File: config.mk
export PLATFORM = sky130hd
export DESIGN_NAME = wnio_top
export DESIGN_NICKNAME = d
export VERILOG_FILES = /design/src/design/wnio_pkg.sv /design/src/design/wnio_tick.sv /design/src/design/wnio_top.sv
export SDC_FILE = /design/constraint.sdc
export NUM_CORES = 1
export LEC_CHECK = 0
export ABC_AREA = 1
export BUFFER_PORTS_ARGS = -buffer_cell sky130_fd_sc_hd__buf_2
export CAP_MARGIN = 15
export CORE_UTILIZATION = 50
export DETAILED_ROUTE_END_ITERATION = 10
export PLACE_DENSITY = 0.79
export SLEW_MARGIN = 30
export SYNTH_ARGS = -nofsm -noshare
export SYNTH_HDL_FRONTEND = slang
export SYNTH_SLANG_ARGS = --single-unit
File: constraint.sdc
create_clock -name CLK_SYS -period 2.15 [get_ports CLK_SYS]
set_input_delay 0.215 -clock CLK_SYS [delete_from_list [all_inputs] [get_ports CLK_SYS]]
set_output_delay 0.215 -clock CLK_SYS [all_outputs]
set_load 0.01 [all_outputs]
File: src/design/wnio_pkg.sv
// Constants for the wireless node digital I/O supervision block.
// Assumes a 10 MHz system clock; all config arrives as plain ports.
package wnio_pkg;

  // ==========================================================================
  // Timebase
  localparam int unsigned CLK_HZ          = 10_000_000;
  localparam int unsigned TICK_PERIOD_S   = 1;
  localparam int unsigned TICK_CYCLES     = CLK_HZ * TICK_PERIOD_S;

  // ==========================================================================
  // Field widths and ranges
  localparam int unsigned NUM_DI          = 4;
  localparam int unsigned NUM_AI          = 4;
  localparam int unsigned VAL_W           = 16;
  localparam int unsigned PERIOD_W        = 16;
  localparam int unsigned WARM_W          = 8;
  localparam int unsigned CYC_W           = 4;
  localparam int unsigned SLOT_W          = 6;
  localparam logic [CYC_W-1:0]  CYC_MIN   = 4'h1;
  localparam logic [CYC_W-1:0]  CYC_MAX   = 4'hA;
  localparam logic [SLOT_W-1:0] SLOT_MIN  = 6'h01;
  localparam logic [SLOT_W-1:0] SLOT_MAX  = 6'h37;
  localparam logic [VAL_W-1:0]  SENTINEL  = 16'hFFFF;

  // ==========================================================================
  // Encodings
  typedef enum logic [1:0] {
    WN_TRIG_OFF  = 2'b00,
    WN_TRIG_RISE = 2'b01,
    WN_TRIG_FALL = 2'b10,
    WN_TRIG_BOTH = 2'b11
  } wn_trig_t;

  typedef enum logic [1:0] {
    WN_START_OFF  = 2'b00,
    WN_START_ON   = 2'b01,
    WN_START_LAST = 2'b10
  } wn_start_t;

  typedef enum logic [1:0] {
    WN_LOSS_OFF  = 2'b00,
    WN_LOSS_ON   = 2'b01,
    WN_LOSS_HOLD = 2'b10
  } wn_loss_t;

  typedef enum logic [1:0] {
    WN_AI_OFF     = 2'b00,
    WN_AI_CURRENT = 2'b01,
    WN_AI_VOLTAGE = 2'b10
  } wn_ai_t;

  typedef enum logic [1:0] {
    WN_ST_SLEEP = 2'b00,
    WN_ST_WARM  = 2'b01,
    WN_ST_SEND  = 2'b10
  } wn_state_t;

endpackage : wnio_pkg

File: src/design/wnio_tick.sv
// One-cycle enable pulse once per second from the system clock.
// Assumes a single free-running clock; no other timebase exists.
`timescale 1ns/10ps
module wnio_tick #(
  parameter int unsigned DIV = 10_000_000
) (
  // Clock and reset
  input  wire logic clk,
  input  wire logic rst_n,
  // Slow enable
  output logic      tick
);
  logic [31:0] cnt;
  logic [31:0] next_cnt;
  logic        next_tick;

  always_comb begin
    next_tick = 1'b0;
    next_cnt  = cnt + 32'h0000_0001;
    if (cnt >= DIV - 1) begin
      next_cnt  = 32'h0000_0000;
      next_tick = 1'b1;
    end
  end

  always_ff @(posedge clk or negedge rst_n) begin
    if (!rst_n) begin
      cnt  <= 32'h0000_0000;
      tick <= 1'b0;
    end else begin
      cnt  <= next_cnt;
      tick <= next_tick;
    end
  end
endmodule // wnio_tick

File: src/design/wnio_top.sv
// Digital I/O supervision of a battery wireless field transmitter.
// Assumes inputs synchronous to CLK_SYS except DI pins (synchronised here);
// the radio reports link success/failure per communication as pulses.
//
// Function
// - Disabled trigger mode ignores the input
// - Rising mode: send on low-to-high
// - Falling mode: send on high-to-low
// - Both mode: send on every change
// - Input state reported as 0 or 1
// - Triggers off at reset; global enable gates
// - Link lost after 1..10 failed periods
// - Outputs take startup value at power-on
// - Link loss drives configured output values
// - Power output raised 0..255 s early
// - Power rise coincides with wake-up
// - Warm-up beyond period keeps power on
// - Periodic sends independent of events
// - Temperature error reads 65535
// - Three analog types (off, current, voltage), default off
// - Off analog input reads 65535
// - Gateway slot index 1..55 accepted
// - Remote output follows gateway value
// - Link lost clears on recovery
`timescale 1ns/10ps
module wnio_top
  import wnio_pkg::*;
#(
  parameter int unsigned TICK_DIV = wnio_pkg::TICK_CYCLES
) (
  // Clock and reset
  input  wire logic                        CLK_SYS,
  input  wire logic                        RST_N,
  // Digital inputs and trigger setup
  input  wire logic [wnio_pkg::NUM_DI-1:0] DI_PIN,
  input  wire logic                        INPUT_EVENT_SEND_ENABLE,
  input  wire logic [2*wnio_pkg::NUM_DI-1:0] DI_TRIG_MODE,
  output logic      [wnio_pkg::NUM_DI-1:0] DI_STATE,
  // Communication schedule
  input  wire logic [wnio_pkg::PERIOD_W-1:0] COMM_PERIOD_S,
  input  wire logic [wnio_pkg::WARM_W-1:0] WARM_UP_S,
  input  wire logic                        COMM_DONE,
  input  wire logic                        COMM_OK,
  output logic                             COMM_REQ,
  output logic                             COMM_EVENT,
  output logic                             AWAKE,
  // Link-lost output
  input  wire logic [wnio_pkg::CYC_W-1:0]  LOST_CYCLES,
  input  wire logic [1:0]                  LOST_START_MODE,
  input  wire logic                        LOST_LOSS_ON,
  input  wire logic                        LOST_LAST_STATE,
  output logic                             LINK_LOST_OUT,
  // Remote switch output
  input  wire logic                        REMOTE_CMD,
  input  wire logic [1:0]                  REMOTE_START_MODE,
  input  wire logic [1:0]                  REMOTE_LOSS_MODE,
  input  wire logic                        REMOTE_LAST_STATE,
  output logic                             REMOTE_SWITCH_OUT,
  // External power output
  output logic                             EXT_POWER_OUT,
  // Slot index
  input  wire logic [wnio_pkg::SLOT_W-1:0] GATEWAY_SLOT_INDEX_IN,
  output logic      [wnio_pkg::SLOT_W-1:0] GATEWAY_SLOT_INDEX,
  output logic                             SLOT_INDEX_BAD,
  // Measurement readings
  input  wire logic                        TEMP_ERROR,
  input  wire logic [wnio_pkg::VAL_W-1:0]  TEMP_RAW,
  output logic      [wnio_pkg::VAL_W-1:0]  TEMP_VALUE,
  input  wire logic [2*wnio_pkg::NUM_AI-1:0] AI_TYPE,
  input  wire logic [wnio_pkg::NUM_AI*wnio_pkg::VAL_W-1:0] AI_RAW,
  output logic      [wnio_pkg::NUM_AI*wnio_pkg::VAL_W-1:0] AI_VALUE
);

  // ==========================================================================
  // Timebase
  logic tick;

  wnio_tick #(
    .DIV (TICK_DIV)
  ) u_tick (
    .clk   (CLK_SYS),
    .rst_n (RST_N),
    .tick  (tick)
  );

  // ==========================================================================
  // Digital inputs
  logic [NUM_DI-1:0] di_meta;
  logic [NUM_DI-1:0] di_sync;
  logic [NUM_DI-1:0] di_prev;
  logic [NUM_DI-1:0] di_hit;
  logic              di_primed;

  genvar g;
  generate
    for (g = 0; g < NUM_DI; g++) begin : g_di
      wn_trig_t mode;
      logic     rise;
      logic     fall;
      assign mode = wn_trig_t'(DI_TRIG_MODE[2*g +: 2]);
      assign rise = di_sync[g] & ~di_prev[g];
      assign fall = ~di_sync[g] & di_prev[g];
      always_comb begin
        di_hit[g] = 1'b0;
        if (INPUT_EVENT_SEND_ENABLE && di_primed) begin
          case (mode)
            WN_TRIG_OFF:  di_hit[g] = 1'b0;
            WN_TRIG_RISE: di_hit[g] = rise;
            WN_TRIG_FALL: di_hit[g] = fall;
            WN_TRIG_BOTH: di_hit[g] = rise | fall;
            default:      di_hit[g] = 1'b0;
          endcase
        end
      end
    end
  endgenerate

  // Primed masks events only until the first edge out of reset, while di_sync is still zero
  always_ff @(posedge CLK_SYS or negedge RST_N) begin
    if (!RST_N) begin
      di_meta   <= 4'h0;
      di_sync   <= 4'h0;
      di_prev   <= 4'h0;
      di_primed <= 1'b0;
    end else begin
      di_meta   <= DI_PIN;
      di_sync   <= di_meta;
      di_prev   <= di_sync;
      di_primed <= 1'b1;
    end
  end

  assign DI_STATE = di_prev;

  // ==========================================================================
  // Communication schedule
  wn_state_t               state;
  wn_state_t               next_state;
  logic [PERIOD_W-1:0]     sec_left;
  logic [PERIOD_W-1:0]     next_sec_left;
  logic                    ev_pend;
  logic                    next_ev_pend;
  logic                    req_event;
  logic                    next_req_event;
  logic                    warm_always;
  logic                    period_due;

  // Warm-up not shorter than the period means the sensors never sleep
  assign warm_always = ({8'h00, WARM_UP_S} >= COMM_PERIOD_S) && (WARM_UP_S != 8'h00);
  assign period_due  = tick && (sec_left <= 16'h0001);

  always_comb begin
    next_state     = state;
    next_sec_left  = sec_left;
    next_ev_pend   = ev_pend | (|di_hit);   // Event set wins over the clear below
    next_req_event = req_event;
    // A period falling due mid-send is kept for the next tick, not dropped
    if (tick && !(period_due && state == WN_ST_SEND)) begin
      next_sec_left = (sec_left <= 16'h0001) ? COMM_PERIOD_S : sec_left - 16'h0001;
    end
    case (state)
      WN_ST_SLEEP: begin
        if ({8'h00, WARM_UP_S} >= sec_left && WARM_UP_S != 8'h00) begin
          next_state = WN_ST_WARM;
        end
        if (period_due || ev_pend) begin
          next_state     = WN_ST_SEND;
          next_req_event = ev_pend & ~period_due;
          next_ev_pend   = |di_hit;
        end
      end
      WN_ST_WARM: begin
        if (period_due || ev_pend) begin
          next_state     = WN_ST_SEND;
          next_req_event = ev_pend & ~period_due;
          next_ev_pend   = |di_hit;
        end
      end
      WN_ST_SEND: begin
        if (COMM_DONE) begin
          next_state     = WN_ST_SLEEP;
          next_req_event = 1'b0;
        end
      end
      default: next_state = WN_ST_SLEEP;
    endcase
  end

  always_ff @(posedge CLK_SYS or negedge RST_N) begin
    if (!RST_N) begin
      state     <= WN_ST_SLEEP;
      sec_left  <= 16'h0000;
      ev_pend   <= 1'b0;
      req_event <= 1'b0;
    end else begin
      state     <= next_state;
      sec_left  <= next_sec_left;
      ev_pend   <= next_ev_pend;
      req_event <= next_req_event;
    end
  end

  assign COMM_REQ   = (state == WN_ST_SEND);
  assign COMM_EVENT = req_event;
  assign AWAKE      = (state != WN_ST_SLEEP);

  // ==========================================================================
  // Link supervision
  logic [CYC_W-1:0] miss_cnt;
  logic [CYC_W-1:0] next_miss_cnt;
  logic [CYC_W-1:0] cyc_lim;
  logic             lost;
  logic             next_lost;
  logic             started;

  // Out-of-range counts are clamped to the legal 1..10 window
  assign cyc_lim = (LOST_CYCLES < CYC_MIN) ? CYC_MIN :
                   (LOST_CYCLES > CYC_MAX) ? CYC_MAX : LOST_CYCLES;

  always_comb begin
    next_miss_cnt = miss_cnt;
    next_lost     = lost;
    if (COMM_DONE && COMM_OK) begin
      next_miss_cnt = 4'h0;
      next_lost     = 1'b0;
    end else if (COMM_DONE) begin
      if (miss_cnt < cyc_lim) begin
        next_miss_cnt = miss_cnt + 4'h1;
      end
      if (miss_cnt + 4'h1 >= cyc_lim) begin
        next_lost = 1'b1;
      end
    end
  end

  always_ff @(posedge CLK_SYS or negedge RST_N) begin
    if (!RST_N) begin
      miss_cnt <= 4'h0;
      lost     <= 1'b0;
    end else begin
      miss_cnt <= next_miss_cnt;
      lost     <= next_lost;
    end
  end

  // ==========================================================================
  // Output drivers
  logic lost_q;
  logic next_lost_q;
  logic rem_q;
  logic next_rem_q;

  // Startup value is loaded one edge after reset release, since a port
  // may not feed the asynchronous reset branch
  always_comb begin
    next_lost_q = lost_q;
    next_rem_q  = rem_q;
    if (!started) begin
      case (wn_start_t'(LOST_START_MODE))
        WN_START_ON:   next_lost_q = 1'b1;
        WN_START_LAST: next_lost_q = LOST_LAST_STATE;
        default:       next_lost_q = 1'b0;
      endcase
      case (wn_start_t'(REMOTE_START_MODE))
        WN_START_ON:   next_rem_q = 1'b1;
        WN_START_LAST: next_rem_q = REMOTE_LAST_STATE;
        default:       next_rem_q = 1'b0;
      endcase
    end else begin
      if (COMM_DONE && COMM_OK) begin
        next_lost_q = 1'b0;
      end else if (next_lost && !lost) begin
        next_lost_q = LOST_LOSS_ON;
      end
      if (lost) begin
        case (wn_loss_t'(REMOTE_LOSS_MODE))
          WN_LOSS_ON:  next_rem_q = 1'b1;
          WN_LOSS_OFF: next_rem_q = 1'b0;
          default:     next_rem_q = rem_q;
        endcase
      end else begin
        next_rem_q = REMOTE_CMD;
      end
    end
  end

  always_ff @(posedge CLK_SYS or negedge RST_N) begin
    if (!RST_N) begin
      started <= 1'b0;
      lost_q  <= 1'b0;
      rem_q   <= 1'b0;
      EXT_POWER_OUT <= 1'b0;
    end else begin
      started <= 1'b1;
      lost_q  <= next_lost_q;
      rem_q   <= next_rem_q;
      EXT_POWER_OUT <= warm_always || (next_state != WN_ST_SLEEP && WARM_UP_S != 8'h00);
    end
  end

  assign LINK_LOST_OUT     = lost_q;
  assign REMOTE_SWITCH_OUT = rem_q;

  // ==========================================================================
  // Slot index and readings
  logic                          slot_ok;
  logic [NUM_AI*VAL_W-1:0]       next_ai;

  assign slot_ok = (GATEWAY_SLOT_INDEX_IN >= SLOT_MIN) && (GATEWAY_SLOT_INDEX_IN <= SLOT_MAX);

  generate
    for (g = 0; g < NUM_AI; g++) begin : g_ai
      assign next_ai[g*VAL_W +: VAL_W] = (wn_ai_t'(AI_TYPE[2*g +: 2]) == WN_AI_OFF) ?
                                         SENTINEL : AI_RAW[g*VAL_W +: VAL_W];
    end
  endgenerate

  always_ff @(posedge CLK_SYS or negedge RST_N) begin
    if (!RST_N) begin
      GATEWAY_SLOT_INDEX <= 6'h01;
      SLOT_INDEX_BAD     <= 1'b0;
      TEMP_VALUE         <= 16'hFFFF;
      AI_VALUE           <= {NUM_AI{16'hFFFF}};
    end else begin
      if (slot_ok) begin
        GATEWAY_SLOT_INDEX <= GATEWAY_SLOT_INDEX_IN;
      end
      SLOT_INDEX_BAD <= ~slot_ok;
      TEMP_VALUE     <= TEMP_ERROR ? SENTINEL : TEMP_RAW;
      AI_VALUE       <= next_ai;
    end
  end

endmodule // wnio_top

=== Yosys cells after proc, flatten, opt, wreduce, memory -nomap -nowiden ===
Index checks and enable logic that the tools add are counted.

* Register bits after elaboration: 161
* Output and inout bits: 97
* Input bits: 150
* Logic and storage cells: 155

* Mux-type cells: 42
* Reductions and logical operators: 34
* Eq/ne operators: 23
* Add/subtract/negate cells: 3
* Order comparisons: 10
* Bitwise operators: 24

{| class="wikitable"
|+ Operators with widths
! cell !! number
|-
| 16-bit two-way mux || 6
|-
| 32-bit by 1-bit adder with 32-bit output (second input constant) || 1
|-
| 32-bit by 24-bit greater-or-equal comparator with 1-bit output (second input constant) || 1
|-
| 8-bit by 16-bit greater-or-equal comparator with 1-bit output || 2
|-
| 32-bit two-way mux || 1
|-
| 2-bit == test (second input constant) || 11
|-
| 2-bit logical NOT || 10
|-
| 4-bit two-way mux || 5
|-
| 1-bit two-way mux || 17
|-
| 2-bit by 1-bit == test with 1-bit output (second input constant) || 8
|-
| 16-bit by 1-bit less-or-equal comparator with 1-bit output (second input constant) || 1
|-
| 1-bit case mux with 4 select lines || 4
|-
| 16-bit by 1-bit subtractor with 16-bit output (second input constant) || 1
|-
| 1-bit logical AND || 10
|-
| 1-bit inverter || 10
|-
| 2-bit nonzero test || 5
|-
| 1-bit bitwise AND || 9
|-
| 2-bit two-way mux || 4
|-
| 1-bit case mux with 2 select lines || 4
|-
| 8-bit nonzero test || 1
|-
| 6-bit by 1-bit greater-or-equal comparator with 1-bit output (second input constant) || 1
|-
| 6-bit less-or-equal comparator (second input constant) || 1
|-
| 2-bit case mux with 3 select lines || 1
|-
| 1-bit OR || 5
|-
| 15 further kinds || 17
|}

=== Depth between registers and ports, before layout ===
Gate-level depths: netlist of run 1.

* Depth after elaboration: 11
* Mapped depth: 15
* Depth with buffers taken out: 15

=== Hierarchy ===
A second synthesis of run 1 with hierarchy kept.

* Cells, all modules: 900
* Area, all modules: 7,872.6 um^2

{| class="wikitable"
|+ Modules (own cells, without submodules)
! module !! cells each !! times used !! area an instance (um^2) !! seq. area each (um^2)
|-
| wnio_top || 670 || 1 || 6,095.8 || 3,304.4
|-
| wnio_tick || 230 || 1 || 1,776.7 || 825.8
|}

=== Worst setup path before layout of run 1 ===
OpenSTA, ideal clock, no wires.

* Path kind: register -> register
* Start point: reg miss_cnt[0]
* End point: reg lost_q, in the netlist LINK_LOST_OUT
* Library setup time: 0.127 ns
* Period minus slack after synthesis: 1.721 ns
* Cell stages (with the launch flop): 10
* Buffers on the path: 0
* Path slack: 0.429 ns
* Required time: 2.023 ns
* Arrival: 1.594 ns
* Cell sequence: dfrtp_1 ha_1 xnor2_1 inv_1 ha_1 nand2_1 o21ai_0 nand2_1 o21ai_0 o21ai_0

* Word-level cells in the longest chain between the ends: 7

{| class="wikitable"
|+ Ends and longest elaborated chain
! what !! line !! RTL
|-
| start: declaration || wnio_top.sv:209 || <nowiki>logic [CYC_W-1:0] miss_cnt;</nowiki>
|-
| start signal: assignment || wnio_top.sv:241 || <nowiki>miss_cnt <= next_miss_cnt;</nowiki>
|-
| 4-bit by 1-bit adder with 4-bit output || wnio_top.sv:230 || <nowiki>if (miss_cnt + 4'h1 >= cyc_lim) begin</nowiki>
|-
| 4-bit greater-or-equal comparator || wnio_top.sv:230 ||
|-
| 1-bit two-way mux || wnio_top.sv:230 ||
|-
| 1-bit two-way mux || wnio_top.sv:226 || <nowiki>end else if (COMM_DONE) begin</nowiki>
|-
| 1-bit two-way mux || wnio_top.sv:223 || <nowiki>if (COMM_DONE && COMM_OK) begin</nowiki>
|-
| 1-bit logical AND || wnio_top.sv:272 || <nowiki>end else if (next_lost && !lost) begin</nowiki>
|-
| 3-bit by 1-bit inequality test with 1-bit output (no line) || - ||
|-
| end signal: assignment || wnio_top.sv:295 || <nowiki>lost_q <= next_lost_q;</nowiki>
|-
| end: declaration || wnio_top.sv:248 || <nowiki>logic lost_q;</nowiki>
|}

No other way between the ends.
A chain may end at the register's enable or synchronous reset.

=== Worst setup path after layout of run 1 ===
* Start point: reg sec_left[0]
* End point: reg sec_left[14]

* Word-level cells in the longest chain between the ends: 5
* Elaborated cells between the ends (all ways): 7
* Those cells by class: add/sub: 1; order compare: 1; mux: 1; reduce/logical: 4

{| class="wikitable"
|+ Ends and longest elaborated chain
! what !! line !! RTL
|-
| start: declaration || wnio_top.sv:139 || <nowiki>logic [PERIOD_W-1:0] sec_left;</nowiki>
|-
| start signal: assignment || wnio_top.sv:197 || <nowiki>sec_left <= next_sec_left;</nowiki>
|-
| 16-bit by 1-bit less-or-equal comparator with 1-bit output || wnio_top.sv:150, wnio_top.sv:159 ||
|-
| 1-bit logical AND || wnio_top.sv:150 || <nowiki>assign period_due = tick && (sec_left <= 16'h0001);</nowiki>
|-
| 1-bit logical AND || wnio_top.sv:158 || <nowiki>if (tick && !(period_due && state == WN_ST_SEND)) begin</nowiki>
|-
| 1-bit logical NOT || wnio_top.sv:158 ||
|-
| 1-bit logical AND || wnio_top.sv:158 ||
|}

Parallel ways exist; a longest one is shown, timed or not.

==> results.toml, run 1 <==
[power_and_ir_drop]
vdd_drop_max_v = 0.000492
swShare_pct = 29.3
p_seq_share_pct = 43.0
cellPowerDensity_mw_per_mm2 = 783
p_leak_uw = 0.00555
clock_power_share_pct = 36.7
p_int_uw = 5870
switchingPower_uw = 2430
power_uw = 8300
pwr-share-comb_pct = 20.3

[clocking]
clk_pin_slew_ps = 70
clock-sinks = 161
post-cts-setup-buffers = 0
h-tree-depth = 4
numCtsBuffers = 17
cts_buffer_depth = 2
clockRootBuffer = "clkbuf_16"
insertion_delay_ps = 420
cts_tree = "built"

[floorplanning]
initial_core_util_pct = 51.9
die_w_um = 126
die_height_um = 126
dieArea_sq_mm = 0.0158
fp.coreArea_sq_mm = 0.0148
boundaryPins = 247
core.rowCount = 44

[drt]
avgRoutedWirePerCell_um = 14.2
drc = 0
ant_nets = 0
wl_um = 20000
vias = 6803
drt_iter0_markers = 396
vias_per_cell = 4.85
first_pass_iters = 5

[global_routing]
first_global_vias = 6859
antenna_found_initial = 1
gr-usage-all-layers_pct = 26.4
globalRouteOverflowTotal = 0
grt_max_degree = 53
grt_pass1_wl_um = 32500

[sta]
worst-slew-pin-transition_ps = 692
tns_ps = 0
min_period_over_period_pct = 87.2
hold_slack_ps = 43.3
setup_viol = 0
rsz0062_at_grt = "no"
finalHoldViolations = 0
period_minus_slack_ps = 1870
fin_skew_ps = 7.77
slew_viol_final = 0
fmax_mhz = 534
maxSlewHeadroom_pct = 53.8

[setup_path]
critPathArrivalTime_ps = 2220
critPathRequiredTime_ps = 2490
cp-start-kind = "flip-flop"
critPathKind = "reg -> reg"
worst_setup_path_end_kind = "flip-flop"
cp_max_fo = 26

[cells_and_area]
final_core_util_pct = 71.8
synthToLayoutAreaGrowth_pct = 38.4
finalNetCount = 1396
layout-drive-gt1-share_pct = 34.1
layout_commonest_cell = "buf_2"
final_cell_mix = "buf_2 (245), nand2_1 (204), inv_1 (157)"

[yosys]
synth.largest_area_cell = "dfstp_2"
synth_top_flop_cell = "dfstp_2"
ys_ff_latch = 161
syn_avg_cell_area_sq_um = 8.91
synth.top_cell.area_share_pct = 27.8
synth_edf_count = 0
yosys-top-cells-area = "dfstp_2 (28%), dfrtp_1 (26%), nand2_1 (10%)"
ys_seq_area_share_pct = 54.0
syn-cell-area_sq_mm = 0.00765
netlist_instances = 859
ys_types = 45
ys_async_sr_fraction_pct = 100
ys_warn_count = 0

[placement]
port_buffers = 246
place.gp.congestion = 0.906
place_hpwl_um = 13000

[outcome]
outcome = "finished clean"

[hold_path]
hold_path_class = "in -> reg"

[job]
cap_viol_max_count = 0
-- cell type report --
class	count	area, sq um
fill	1062	4160
sequential	161	4130
multi-input combinational	529	2860
timing repair buffer	338	2170
inverter	159	604
clock buffer	19	464
tap	184	230
clock inverter	13	138
antenna	1	2.50
-- flip-flops by register name, indices dropped and copies added, names as in the netlist --
| register | count |
|---|---|
| lost | 1 |
| sec_left | 16 |
| LINK_LOST_OUT | 1 |
| di_sync | 4 |
| SLOT_INDEX_BAD | 1 |
| REMOTE_SWITCH_OUT | 1 |
| TEMP_VALUE | 16 |
| GATEWAY_SLOT_INDEX | 6 |
| state | 2 |
| EXT_POWER_OUT | 1 |
| u_tick.cnt | 32 |
| DI_STATE | 4 |
| u_tick.tick | 1 |
| COMM_EVENT | 1 |
| started | 1 |
| miss_cnt | 4 |
| ev_pend | 1 |
| AI_VALUE | 64 |
| di_meta | 4 |
-- cells in the mapped netlist (2+ instances only) --
cell and count:
o22ai_1 3, buf_6 2, clkbuf_1 10, inv_4 2
buf_2 4, xnor2_1 4, ha_1 40, o21ai_2 7
dfstp_2 81, nor2_2 6, nand2_2 2, o211ai_1 3
o21ai_0 35, xor2_1 10, nor2_4 3, nor3_1 14
nand2_1 204, o31ai_1 7, nor2_1 76, o21ai_1 3
and3_1 3, a21bo_2 2, or2_2 20, nand3_1 25
o211ai_2 2, dfrtp_1 80, conb_1 2, nand2_4 3
inv_1 157, nor4_1 3, nand4_1 8, a21oi_1 25
-- worst max-delay path: stages (launching register included) --
cell and delay (ps):
dfrtp_1 410, inv_1 100, ha_1 230, inv_1 70
nand2_1 50, nand2_1 90, nor2_4 50, nand2_4 70
inv_4 80, nand2_4 90, nand2_8 70, inv_6 200
o21ai_0 120, o21ai_0 160
-- final timing paths --
check	end	slack, ps	startpoint	depth (start not counted)
max in group asynchronous	AI_VALUE[1]$_DFF_PN1_	1080	RST_N	3
worst min-delay path	GATEWAY_SLOT_INDEX[0]$_DFFE_PN1P_	40	GATEWAY_SLOT_INDEX_IN[0]	3
worst max-delay path	sec_left[14]$_DFFE_PN0P_	280	sec_left[0]$_DFFE_PN0P_	13
worst min register to register	di_sync[2]$_DFF_PN0_	350	di_meta[2]$_DFF_PN0_	0
min in group asynchronous	miss_cnt[2]$_DFFE_PN0P_	320	RST_N	2
worst max register to register	sec_left[14]$_DFFE_PN0P_	280	sec_left[0]$_DFFE_PN0P_	13
-- cell families after synthesis --
| kind of cell | Yosys count | share of synthesized area (%) |
|---|---|---|
| AOI/OAI and AO/OA | 93 | 7.42 |
| xor gates and xnor gates | 14 | 1.60 |
| adders and majority gates | 41 | 6.67 |
| buffers and inverters | 176 | 9.01 |
| DFF | 161 | 54.0 |
| other | 2 | 0.0981 |
| and+or+nand+nor | 372 | 21.2 |
-- power groups by stage --
stage               logic [uW]  clock network (uW)  registers, uW
floorplan                  914                   0           3650
global placement          1490                   0           3600
detailed placement        1540                   0           3610
CTS                       1670                3080           3560
global route              1910                3230           3600
finish                    1680                3040           3570
-- layer usage --
metal	part of all wire, %	GRT usage (%)	vias to the layer above
met1	40	30.2	3155
met4	2.7	11.2	0
met2	51	46.7	259
met3	6.9	6.97	42
met5	0	0	-
li1	-	-	3347
-- through the flow --
stage                     instance area (sq um)  cells  setup WS [ps]
after floorplan                            7680    866            429
after global placement                     9140   1286            317
after detailed placement                   9140   1286            211
after CTS                                 10600   1403            208
after global routing                      10600   1404           65.9
final                                     10600   1404            276
-- what timing repair did --
action | CTS | global route
endpoints found under the setup margin | 0 | 1
hold buffers | 85 | 0
hold endpoints to repair | 130 | 0
resized for setup | 0 | 1
(Power assumes the default switching activity.)
==> run 2, diff against run 1 <==
- ABC_CLOCK_PERIOD_IN_PS: default -> 1560
- CORE_UTILIZATION: 50 -> 25
- PLACE_DENSITY: 0.79 -> default
- clock period: 2.15 -> 1.56 ns (I/O delays scaled with it)
==> results.toml, run 2 (synthesis gave the netlist of run 1 again) <==
[outcome]
outcome = "finished, violations left"
violations = "setup timing"

[cells_and_area]
final_cells = 1690
top_regs = "AI_VALUE x64, u_tick.cnt x32"
layout-drive-gt1-share_pct = 46.1
synthToLayoutAreaGrowth_pct = 58.4
largest_reg_flops = 64
largest-register = "AI_VALUE"
finalNetCount = 1476
final_core_util_pct = 40.6
layout_commonest_cell = "buf_2"
final_cell_mix = "buf_2 (245), nand2_1 (171), inv_1 (148)"

[setup_path]
crit_path_top_delay_cell = "dfrtp_1"
crit_buf_inv = 5
crit_family = "simple AND/OR/NAND/NOR gates"
critPathKind = "reg -> reg"
cpPeakStageDelay_ps = 390
reg2reg_from = "sec_left[1]$_DFFE_PN0P_"
critPathRequiredTime_ps = 1870
r2r_setup_slack_ps = -170
worstSetupPathDepth = 14
r2r_cells = 14
path_cells = "inv_2 -> ha_4 -> inv_2 -> nand2_2 -> nand2_2 -> nor2_4 -> nand2_4 -> inv_4 -> nand2_4 -> nand2_8 -> buf_12 -> inv_8 -> nand2_1 -> nand2_1"
cp_max_fo = 6
critPathArrivalTime_ps = 2040
worst_setup_path_end_kind = "flip-flop"
worstReg2RegEnd = "sec_left[5]$_DFFE_PN0P_"
cp-startpoint = "sec_left[1]$_DFFE_PN0P_"
cp-start-kind = "flip-flop"

[hold_path]
hp-start = "REMOTE_CMD"
hold_end = "REMOTE_SWITCH_OUT$_DFFE_PN0P_"
hold_path_class = "in -> reg"
hold_depth = 3

[clocking]
clock-sinks = 161
clockRootBuffer = "clkbuf_16"
insertion_delay_ps = 420
cts_buffer_depth = 2
h-tree-depth = 4
cts_tree = "built"
clk_pin_slew_ps = 80
numCtsBuffers = 17

[sta]
slew_viol_final = 0
fmax_mhz = 579
finalHoldViolations = 0
min_period_over_period_pct = 111
tns_ps = -3010
setup_viol = 29
period_minus_slack_ps = 1730
final.setup.worst_slack_ps = -168
fin_skew_ps = 13.5
rsz0062_at_grt = "yes"

[floorplanning]
die_w_um = 177
die_height_um = 177
boundaryPins = 247
fp.coreArea_sq_mm = 0.0299
initial_core_util_pct = 25.6
dieArea_sq_mm = 0.0313
core.rowCount = 63

[drt]
vias = 7091
avgRoutedWirePerCell_um = 13.2
drc = 0
first_pass_iters = 4
vias_per_cell = 4.20
drt_iter0_markers = 273
wl_um = 22300
ant_nets = 0

[global_routing]
grt_pass1_wl_um = 35200
first_global_vias = 7311
gr-usage-all-layers_pct = 14.4
grt_max_degree = 34
antenna_found_initial = 1
globalRouteOverflowTotal = 0

[power_and_ir_drop]
cellPowerDensity_mw_per_mm2 = 1020
p_leak_uw = 0.00607
vdd_drop_max_v = 0.000724

[job]
cap_viol_max_count = 0

[placement]
port_buffers = 246
dp_cells = 1543
place_hpwl_um = 15600
place.gp.congestion = 0.860
[run 2: cell types whose count changed in the layout (fill, tap and decap cells not counted), sizes merged]
| cell | delta |
|---|---|
| dlygate4sd3 | +4 |
| buf | +73 |
| clkbuf | +2 |
| bufinv | -1 |
| inv | +2 |
[run 2: layout make-up]
class,count,area [sq um]
Fill cell,2918,17700
Sequential cell,161,4140
Multi-Input combinational cell,529,3350
Timing Repair Buffer,415,2890
Inverter,159,616
Tap cell,390,488
Clock buffer,21,482
Clock inverter,11,111
Timing Repair inverter,3,52.6
Antenna cell,1,2.50
[run 2: how the worst max path moves through the flow]
| stage | end |
|---|---|
| final | sec_left[5]$_DFFE_PN0P_ |
| after global routing | sec_left[11]$_DFFE_PN0P_ |
| after CTS | LINK_LOST_OUT$_DFFE_PN0P_ |
| after detailed placement | LINK_LOST_OUT$_DFFE_PN0P_ |
| after global placement | LINK_LOST_OUT$_DFFE_PN0P_ |
| after floorplan | sec_left[6]$_DFFE_PN0P_ |
[run 2: metrics by stage]
stage	setup slack (ps)	hold slack, ps	instance area (sq um)	power (uW)
2_1_floorplan	-59.2	-140	7710	6350
3_3_place_gp	-160	76.6	9860	7480
3_5_place_dp	-170	76.0	9860	7540
4_1_cts	-114	4.89	11600	12200
5_1_grt	-264	21.0	12100	13100
6_report	-168	28.3	12100	12300
[run 2: worst min-delay path: cells and delay by family]
kind                   cells  cell delay, ps
buffers and inverters      1              80
AOI/OAI and AO/OA          2             160
[run 2: what timing repair did]
| action | 4_1_cts | 5_1_grt |
|---|---|---|
| gates resized for setup | 46 | 113 |
| buffers inserted | 10 | 15 |
| gates cloned | 3 | 1 |
| endpoints found under the hold margin | 184 | 0 |
| endpoints found under the setup margin | 44 | 51 |
| pin swaps | 18 | 35 |
| hold buffers | 89 | 0 |
[run 2: power breakdown]
part	internal, uW	switching [uW]
sequential	4660	268
clock	2300	1960
combinational	1570	1580
[run 2: metal layers]
layer  global-route usage, %  vias to the layer above  part of all wire [%]
li1                        -                     3496                     -
met1                    16.0                     3350                    40
met2                    25.9                      226                    51
met3                    4.19                       19                   7.0
met4                    4.85                        0                   1.8
met5                       0                        -                     0
